==> src/rtl/aswo_consts.svh <==
`ifndef ASWO_CONSTS_SVH
`define ASWO_CONSTS_SVH
`define ASWO_CLK_HZ          10000000
`define ASWO_SLEEP_MIN_US    200
`define ASWO_SLEEP_MAX_US    2000
`define ASWO_WAKE_LOW_US     10
`define ASWO_SLEEP_CYC       ((`ASWO_SLEEP_MIN_US * (`ASWO_CLK_HZ / 1000000)))
`define ASWO_WAKE_CYC        ((`ASWO_WAKE_LOW_US * (`ASWO_CLK_HZ / 1000000)))
`define ASWO_CONV_PERIODS    612
`define ASWO_UNSETTLED_CNT   3
`define ASWO_WORD_W          24
`define ASWO_RESULT_RST      24'h00_0000
`endif

==> src/rtl/aswo_pkg.sv <==
package aswo_pkg;
	typedef enum logic [1:0] {
		ASWO_NORMAL,
		ASWO_SLEEP,
		ASWO_WAKING
	} aswo_mode_t;

	typedef struct packed {
		logic [23:0] data;
		logic        unsettled;
	} aswo_result_t;
endpackage

==> src/rtl/aswo_sync.sv <==
`timescale 1ns/10ps
`default_nettype none
module aswo_sync (
	input  wire logic i_clk_sys,
	input  wire logic i_reset_n,
	input  wire logic i_async,
	output logic      o_sync
);
	logic meta_ff;
	logic sync_ff;
	always_ff @(posedge i_clk_sys or negedge i_reset_n) begin
		if (!i_reset_n) begin
			meta_ff <= 1'b0;
			sync_ff <= 1'b0;
		end else begin
			meta_ff <= i_async;
			sync_ff <= meta_ff;
		end
	end
	assign o_sync = sync_ff;
endmodule
`default_nettype wire

==> src/rtl/aswo_top.sv <==
`timescale 1ns/10ps
`default_nettype none
`include "aswo_consts.svh"
module aswo_top
	import aswo_pkg::*;
#(
	parameter int SLEEP_CYC  = `ASWO_SLEEP_CYC,
	parameter bit EXT_CLOCK  = 1'b1
) (
	input  wire logic        i_clk_sys,
	input  wire logic        i_reset_n,
	input  wire logic        i_sclk,
	input  wire logic        i_cs_n,
	input  wire logic        i_osc_tick,
	input  wire logic [23:0] i_sample,
	output logic             o_serial_data_out,
	output logic             o_serial_data_out_oe,
	output logic             o_sleep,
	output logic             o_filter_rst,
	output logic             o_conv_done,
	output aswo_result_t     o_result
);
	// ****************************************************************
	// Input synchronisers
	// ****************************************************************
	logic sclk_s;
	logic cs_s;
	logic osc_s;

	aswo_sync u_sync_sclk (
		.i_clk_sys(i_clk_sys),
		.i_reset_n(i_reset_n),
		.i_async  (i_sclk),
		.o_sync   (sclk_s)
	);

	// Chip select is carried as an active-high select, so that the reset value of the
	// synchroniser keeps the output driver off while reset is applied.
	aswo_sync u_sync_cs (
		.i_clk_sys(i_clk_sys),
		.i_reset_n(i_reset_n),
		.i_async  (~i_cs_n),
		.o_sync   (cs_s)
	);

	aswo_sync u_sync_osc (
		.i_clk_sys(i_clk_sys),
		.i_reset_n(i_reset_n),
		.i_async  (i_osc_tick),
		.o_sync   (osc_s)
	);

	// ****************************************************************
	// Mode control
	// ****************************************************************
	aswo_mode_t   mode_ff,  nxt_mode;
	logic [15:0]  hi_cnt_ff, nxt_hi_cnt;
	logic [15:0]  lo_cnt_ff, nxt_lo_cnt;
	logic         rst_pulse;

	always_comb begin
		nxt_mode   = mode_ff;
		nxt_hi_cnt = hi_cnt_ff;
		nxt_lo_cnt = lo_cnt_ff;
		rst_pulse  = 1'b0;
		if (!sclk_s) begin
			nxt_hi_cnt = 16'h0000;
		end else if (hi_cnt_ff != 16'hffff) begin
			nxt_hi_cnt = hi_cnt_ff + 16'h0001;
		end
		if (sclk_s) begin
			nxt_lo_cnt = 16'h0000;
		end else if (lo_cnt_ff != 16'hffff) begin
			nxt_lo_cnt = lo_cnt_ff + 16'h0001;
		end
		case (mode_ff)
			ASWO_NORMAL: begin
				if (hi_cnt_ff >= 16'(SLEEP_CYC)) begin
					nxt_mode = ASWO_SLEEP;
				end
			end
			ASWO_SLEEP: begin
				if (!sclk_s && lo_cnt_ff >= 16'(`ASWO_WAKE_CYC - 1)) begin
					nxt_mode = ASWO_WAKING;
				end
			end
			ASWO_WAKING: begin
				rst_pulse = 1'b1;
				nxt_mode  = ASWO_NORMAL;
			end
			default: nxt_mode = ASWO_NORMAL;
		endcase
	end

	always_ff @(posedge i_clk_sys or negedge i_reset_n) begin
		if (!i_reset_n) begin
			mode_ff   <= ASWO_NORMAL;
			hi_cnt_ff <= 16'h0000;
			lo_cnt_ff <= 16'h0000;
		end else begin
			mode_ff   <= nxt_mode;
			hi_cnt_ff <= nxt_hi_cnt;
			lo_cnt_ff <= nxt_lo_cnt;
		end
	end

	// ****************************************************************
	// Edge detection
	// ****************************************************************
	logic sclk_d_ff, nxt_sclk_d;
	logic osc_d_ff,  nxt_osc_d;
	logic sclk_rise;
	logic sclk_fall;
	logic osc_rise;

	always_comb begin
		nxt_sclk_d = sclk_s;
		nxt_osc_d  = osc_s;
	end

	always_ff @(posedge i_clk_sys or negedge i_reset_n) begin
		if (!i_reset_n) begin
			sclk_d_ff <= 1'b0;
			osc_d_ff  <= 1'b0;
		end else begin
			sclk_d_ff <= nxt_sclk_d;
			osc_d_ff  <= nxt_osc_d;
		end
	end

	// The delay flops reset low like the synchronisers, so no false edge follows reset.
	assign sclk_rise = sclk_s & ~sclk_d_ff;
	assign sclk_fall = ~sclk_s & sclk_d_ff;
	assign osc_rise  = osc_s & ~osc_d_ff;

	// ****************************************************************
	// Conversion timing
	// ****************************************************************
	logic         mclk_tick;
	logic         conv_end;
	logic [9:0]   div_ff,    nxt_div;
	logic [1:0]   unset_ff,  nxt_unset;
	logic         done_ff,   nxt_done;
	aswo_result_t res_ff,    nxt_res;

	// Master clock source selects by variant.
	assign mclk_tick = EXT_CLOCK ? sclk_rise : osc_rise;

	always_comb begin
		nxt_div   = div_ff;
		nxt_unset = unset_ff;
		nxt_done  = 1'b0;
		nxt_res   = res_ff;
		conv_end  = 1'b0;
		if (rst_pulse) begin
			nxt_div   = 10'h000;
			nxt_unset = 2'(`ASWO_UNSETTLED_CNT);
			nxt_res   = '0;
		end else if (mode_ff == ASWO_NORMAL && mclk_tick) begin
			if (div_ff == 10'(`ASWO_CONV_PERIODS - 1)) begin
				conv_end          = 1'b1;
				nxt_div           = 10'h000;
				nxt_done          = 1'b1;
				nxt_res.data      = i_sample;
				nxt_res.unsettled = (unset_ff != 2'h0);
				if (unset_ff != 2'h0) begin
					nxt_unset = unset_ff - 2'h1;
				end
			end else begin
				nxt_div = div_ff + 10'h001;
			end
		end
	end

	always_ff @(posedge i_clk_sys or negedge i_reset_n) begin
		if (!i_reset_n) begin
			div_ff   <= 10'h000;
			unset_ff <= 2'(`ASWO_UNSETTLED_CNT);
			done_ff  <= 1'b0;
			res_ff   <= '0;
		end else begin
			div_ff   <= nxt_div;
			unset_ff <= nxt_unset;
			done_ff  <= nxt_done;
			res_ff   <= nxt_res;
		end
	end

	// ****************************************************************
	// Output shifting
	// ****************************************************************
	logic [23:0] shift_ff, nxt_shift;
	logic        sdo_ff,   nxt_sdo;

	// A new word is loaded at conversion end; in the oscillator variant a falling serial
	// clock in that same cycle is dropped so that the word is never lost.
	always_comb begin
		nxt_shift = shift_ff;
		nxt_sdo   = sdo_ff;
		if (rst_pulse) begin
			nxt_shift = `ASWO_RESULT_RST;
			nxt_sdo   = 1'b0;
		end else if (mode_ff == ASWO_NORMAL) begin
			if (conv_end) begin
				nxt_shift = i_sample;
			end else if (sclk_fall && cs_s) begin
				nxt_sdo   = shift_ff[23];
				nxt_shift = {shift_ff[22:0], 1'b0};
			end
		end
	end

	always_ff @(posedge i_clk_sys or negedge i_reset_n) begin
		if (!i_reset_n) begin
			shift_ff <= `ASWO_RESULT_RST;
			sdo_ff   <= 1'b0;
		end else begin
			shift_ff <= nxt_shift;
			sdo_ff   <= nxt_sdo;
		end
	end

	// ****************************************************************
	// Outputs
	// ****************************************************************
	// Driver follows chip select in every mode, asleep or not.
	assign o_serial_data_out    = sdo_ff;
	assign o_serial_data_out_oe = cs_s;
	assign o_sleep              = (mode_ff == ASWO_SLEEP);
	assign o_filter_rst         = rst_pulse;
	assign o_conv_done          = done_ff;
	assign o_result             = res_ff;
endmodule
`default_nettype wire

==> config.mk <==
export PLATFORM = sky130hd
export DESIGN_NAME = aswo_top
export DESIGN_NICKNAME = d
export VERILOG_FILES = /design/src/rtl/aswo_pkg.sv /design/src/rtl/aswo_sync.sv /design/src/rtl/aswo_top.sv
export VERILOG_INCLUDE_DIRS = /design/src /design/src/rtl
export SDC_FILE = /design/constraint.sdc
export NUM_CORES = 1
export LEC_CHECK = 0
export ABC_AREA = 1
export BUFFER_PORTS_ARGS = -buffer_cell sky130_fd_sc_hd__buf_2
export CAP_MARGIN = 25
export CORE_MARGIN = 2
export CORE_UTILIZATION = 45
export CTS_BUF_LIST = sky130_fd_sc_hd__clkbuf_4 sky130_fd_sc_hd__clkbuf_8
export CTS_CLUSTER_DIAMETER = 40
export CTS_CLUSTER_SIZE = 10
export DETAILED_ROUTE_END_ITERATION = 12
export PLACE_DENSITY = 0.72
export SLEW_MARGIN = 20
export SYNTH_ARGS = -nofsm -noshare
export SYNTH_HDL_FRONTEND = slang
export SYNTH_SLANG_ARGS = --single-unit
==> constraint.sdc <==
create_clock -name i_clk_sys -period 2.8 [get_ports i_clk_sys]
set_input_delay 0.14 -clock i_clk_sys [delete_from_list [all_inputs] [get_ports i_clk_sys]]
set_output_delay 0.14 -clock i_clk_sys [all_outputs]
set_load 0.02 [all_outputs]
# Yosys cells after proc, flatten, opt, wreduce, memory -nomap -nowiden
# Cells that the tools add are included.
# word_totals
reg_bits,102
out_inout_bits,30
elab_cells,82
# classes
addsub,4
magnitude_cmp,2
eq_ne,9
muxes,29
bitwise_logic,5
n_reduce_logical,18
# op_table
cell,count
$mux 24,4
$mux 25,3
$mux 16,4
$add 16x1->16 const B,2
$ne 16x16->1 const B,2
$mux 10,3
$ge 16x11->1 const B,1
$ge 16x7->1 const B,1
$reduce_bool 2->1,7
$mux 2,6
$add 10x1->10 const B,1
$eq 10x10->1 const B,1
$mux 1,8
$ne 2x2->1 const B,3
$reduce_and 2->1,3
$reduce_and 3->1,2
$pmux 2 s2,1
$logic_and 1x1->1,3
$not 1->1,3
$reduce_bool 3->1,1
$and 1x1->1,2
$eq 2x1->1 const B,1
$eq 2x2->1 const B,1
$logic_not 2->1,1
3 further kinds,3

# Longest topological paths before layout
# logic_depth
ltp_word,8
depth_mapped,11

# By module
# From an unflattened synthesis, not the netlist that was laid out.
# unflattened
hier_cells,648
area_unflattened_um2,5177.5
# modules_own_cells
mod,instances,cells_each,area_per_inst_um2,seq_area_each_um2
aswo_top,1,644,5077.4,2454.9
aswo_sync,2,2,50.0,50.0

# Least setup slack after synthesis
# Ideal clock, no wire load.
# synth_timing
kind,register to register
start,reg div_ff[0]
end,reg shift_ff[3]
arrival_ns,1.290
required_ns,2.682
slack_ns,1.392
path_stages_with_launch,9
n_path_buf,1
cell_sequence,dfrtp_1 -> ha_1 -> nand2_1 -> inv_1 -> nand3_2 -> nand3_1 -> buf_2 -> nand2_1 -> nand2_1
# synth_via
elab_chain_cells,7
word_cells_on_any_way,9
cone_classes,1 x eq/ne; 6 x mux; 2 x reduce/logical
# synth_lines
element,line,source
start: declaration,aswo_top.sv:141,"logic [9:0] div_ff, nxt_div;"
start signal: assignment,aswo_top.sv:182,div_ff <= nxt_div;
$eq 10x10->1 *,aswo_top.sv:160,if (div_ff == 10'(`ASWO_CONV_PERIODS - 1)) begin
$mux 1 *,aswo_top.sv:160,
$mux 1 *,aswo_top.sv:159,end else if (mode_ff == ASWO_NORMAL && mclk_tick) begin
$mux 1 *,aswo_top.sv:155,if (rst_pulse) begin
$mux 24,aswo_top.sv:204,if (conv_end) begin
$mux 24,aswo_top.sv:203,end else if (mode_ff == ASWO_NORMAL) begin
$mux 24,aswo_top.sv:200,if (rst_pulse) begin
end signal: assignment,aswo_top.sv:215,shift_ff <= `ASWO_RESULT_RST;
end signal: assignment,aswo_top.sv:218,shift_ff <= nxt_shift;
end: declaration,aswo_top.sv:192,"logic [23:0] shift_ff, nxt_shift;"
# Every way passes the cells marked *; elsewhere a longest branch is shown, timed or not. The select of a mux whose other input is x is not followed.
# A chain may end at the register's enable or synchronous reset.

# Worst setup path after layout
# layout_timing
start,"reg u_sync_sclk.sync_ff, in the netlist u_sync_sclk.o_sync"
end,reg unset_ff[1]
# layout_via
elab_chain_cells,4
# layout_lines
element,line,source
start: declaration,aswo_sync.sv:10,logic sync_ff;
start signal: assignment,aswo_sync.sv:17,sync_ff <= meta_ff;
$and 1x1->1,aswo_top.sv:132,assign sclk_rise = sclk_s & ~sclk_d_ff;
$logic_and 1x1->1,aswo_top.sv:159,
$reduce_bool 2->1 (no line),--,
$reduce_and 3->1 (no line),--,
end signal: assignment,aswo_top.sv:178,unset_ff <= 2'(`ASWO_UNSETTLED_CNT);
end signal: assignment,aswo_top.sv:183,unset_ff <= nxt_unset;
end: declaration,aswo_top.sv:142,"logic [1:0] unset_ff, nxt_unset;"
# Every way passes these cells.

==> impl_summary.log <==
[metrics] worst vdd ir: 0.284 mV
[metrics] # H-tree levels: 3
[metrics] sinks on the clock net: 102
[metrics] DRC violation total after the first TritonRoute iteration: 304
[metrics] highest net fanout along the worst path: 72
[metrics] syn nets: 680
[metrics] final hold violation count: 0
[metrics] area of all sequential standard cells: 2550 µm²
[metrics] Vias/cell: 5.26
[metrics] global placer's final weighted congestion: 0.850
[metrics] worst path buffer plus inverter count: 4
[metrics] core region area: 10,900 µm²
[metrics] Worst Max-Slew Pin Slew: 0.761 ns
[metrics] number of synthesized flops with an enable pin: 0
[metrics] area of the die: 12,200 µm²
[metrics] detailed-route via count: 4,439
[metrics] starting density of the core: 46.6%
[metrics] area occupied by multi-input gates: 2190 µm²
[metrics] count of state elements after synthesis: 102
[metrics] DPL Wire Length: 7490 µm
[metrics] crit path DAT: 2.31 ns
[metrics] clk_lat worst skew: 0.38 ns
[metrics] total routing resource utilization after global routing: 18.8%
[metrics] number of cells produced by synthesis: 646
[metrics] remaining number of nets flagged by the antenna check after routing: 0
[metrics] number of design rule violations left after detail routing: 0
[metrics] antenna violations before repair: 0
[metrics] type of the worst min-delay path: in2reg
[metrics] cell class contributing the biggest share of worst-path delay: buffers and inverters
[metrics] largest net degree at the start of global routing: 78
[metrics] Vert. Die Dim: 110 µm
[metrics] register area share after synthesis: 50.1%
[metrics] number of top-level pins: 59
[metrics] DR pass1 iterations: 4
[metrics] final setup violating endpoints: 0
[metrics] Synth Area per Inst: 7.89 µm²
[metrics] Routed Wire Length: 10,900 µm
[metrics] required time reported for the critical path endpoint: 3.11 ns
[metrics] Clock Root Buffer: sky130_fd_sc_hd__clkbuf_8
[metrics] Routed wire per std cell: 13.0 µm
[metrics] Max Fclk: 500 MHz
[metrics] cell with the largest stage delay on the worst path: sky130_fd_sc_hd__inv_2
[metrics] CTS resizes: 0
[metrics] library cell with the highest instance count after synthesis: sky130_fd_sc_hd__nand2_1
[metrics] leading area contributor after synthesis: sky130_fd_sc_hd__dfrtp_1
[metrics] sort of element at the end of the critical path: flop
[metrics] cell type with the highest occurrence count on the critical path: sky130_fd_sc_hd__nand2_1
[metrics] category of the worst setup path launch point: flop
[metrics] buffer count from post-CTS setup fixing: 0
[metrics] Clk pin slew, worst setup/hold paths: 0.10 ns
[metrics] first-pass GRT wire length: 19,300 µm
[metrics] Final period util: 71.4%
[metrics] warnings from Yosys: 0
[metrics] cell leakage power: 0.00296 µW
[metrics] number of buffers on the longest clock path: 2
[metrics] Final #Nets: 733
[metrics] Max Cap Viol: 0
[metrics] area fraction of the dominant cell type after synthesis: 49.1%
[metrics] main flop type after synthesis: sky130_fd_sc_hd__dfrtp_1
[metrics] Die Wd: 110 µm
[metrics] fillcell total: 992
[metrics] Inserted Diodes: 0
[metrics] status: completed
[metrics] TritonCTS clock tree: yes
[metrics] Slew HR: 49.3%
[metrics] Netlist Area Pre-Place: 5100 µm²
[metrics] number of placed instances with taps included: 824
[metrics] Worst Path Class, Setup: reg2reg
[metrics] port bufs: 57
[metrics] crit-path cells: inv_2 > nor2_1 > nand2_1 > inv_2 > nand3_2 > buf_12 > inv_1 > nand2_1 > nand3_1 > nand2_1
[metrics] fraction of layout cells with a size suffix above 1: 14.8%
[metrics] library cells used by synthesis: 33
[metrics] global-route congestion overflow total: 0
[metrics] post-route insts no fill: 844
[metrics] vias in the first global route: 4,167
[metrics] number of pins exceeding their max-slew limit in the final report: 0
[metrics] delay of the slowest cell on the worst path: 0.38 ns
[metrics] area growth from synthesis to final layout: 12.4%
[metrics] worst setup skew after layout: 0.0130 ns
[metrics] unrepaired setup endpoints after global routing: false
[metrics] top area cells in the synthesized netlist: sky130_fd_sc_hd__dfrtp_1, sky130_fd_sc_hd__nand2_1, sky130_fd_sc_hd__nand3_1, sky130_fd_sc_hd__nand4_1, sky130_fd_sc_hd__inv_1
[metrics] CTS Hold Buffers Added: 3
[metrics] final critical delay including setup and external delays: 2.00 ns
[metrics] TritonCTS buffer count: 9
[metrics] Post-synth top cells: sky130_fd_sc_hd__nand2_1, sky130_fd_sc_hd__nand3_1, sky130_fd_sc_hd__dfrtp_1
[metrics] Site Rows: 38
[metrics] Synth async-reset ratio: 100%
[metrics] aggregate negative setup slack: 0 ns
[metrics] power density over the cells: 494 nW/µm²
==> layout make-up <==
cell class	instances	share of cell area, %
Inverter	54	3.54
Clock inverter	6	0.786
Sequential cell	102	44.6
Clock buffer	10	2.29
Tap cell	140	3.06
Timing Repair Buffer	70	7.47
Multi-Input combinational cell	462	38.3
==> metal layers <==
metal  track usage, %  wire length (µm)
met5                0                 0
met4             5.00               123
met3             5.60               625
met2             31.3              5270
met1             24.1              4920
==> power by group <==
group	switching (µW)	leakage [µW]	total (µW)	internal, µW
combinational	187	0.00164	319	132
clock	517	0.0000948	859	341
sequential	80.4	0.00122	1660	1580
total	785	0.00296	2830	2050
==> sequential cells by signal, summed over array words and instances (netlist names), 2 cells and up <==
signal,count
div_ff,10
mode_ff,2
hi_cnt_ff,16
shift_ff,24
lo_cnt_ff,16
o_result,25
unset_ff,2
==> cells in the final DEF, fill, tap and decap left out, drive strengths merged <==
| cell | count |
|---|---|
| a21oi | 4 |
| a31o | 1 |
| a31oi | 5 |
| buf | 66 |
| clkbuf | 10 |
| clkinv | 3 |
| dfrtp | 100 |
| dfstp | 2 |
| dlygate4sd3 | 4 |
| ha | 5 |
| inv | 57 |
| nand2 | 199 |
| nand3 | 113 |
| nand3b | 3 |
| nand4 | 37 |
| nor2 | 48 |
| nor3 | 15 |
| o211ai | 2 |
| o21ai | 14 |
| o21bai | 2 |
| o22ai | 1 |
| o31ai | 2 |
| or2 | 6 |
| xor2 | 5 |
==> stage by stage <==
step	area [µm²]	hold WS, ns	worst slack (ns)	util [%]	total power [µW]
after global placement	5490	0.252	0.895	50.2	1970
after global routing	5730	0.00857	0.609	52.4	3020
after floorplan	5100	-0.156	1.39	-	1880
after CTS	5720	0.00392	0.781	52.3	2870
final	5730	0.0201	0.800	52.4	2830
after detailed placement	5510	0.102	0.813	50.4	2000
==> cells by family after synthesis <==
family,Yosys count,share of synthesized area (%)
AOI/OAI and AO/OA,31,3.56
xor gates and xnor gates,5,0.859
adders and majority gates,5,1.23
buffers and inverters,82,6.94
DFF,102,50.1
and+or+nand+nor,421,37.3
==> tightest hold or removal path, cell delays in order <==
cell and delay (ns):
sky130_fd_sc_hd__buf_2 0.08, sky130_fd_sc_hd__nand3_1 0.08, sky130_fd_sc_hd__nand2_1 0.07
==> path summary, 6_finish.rpt <==
path / start / end / slack [ns] / cells after the start
setup / recovery: u_sync_sclk.o_sync / unset_ff[1] / 0.80 / 10
hold / removal: i_sample[19] / o_result[20] / 0.02 / 3
setup reg to reg: u_sync_sclk.o_sync / unset_ff[1] / 0.80 / 10
hold reg to reg: u_sync_sclk.meta_ff / u_sync_sclk.o_sync / 0.36 / 0
max in group asynchronous: i_reset_n / o_conv_done / 1.76 / 4
min in group asynchronous: i_reset_n / o_result[5] / 0.22 / 2
(Power assumes the default switching activity.)
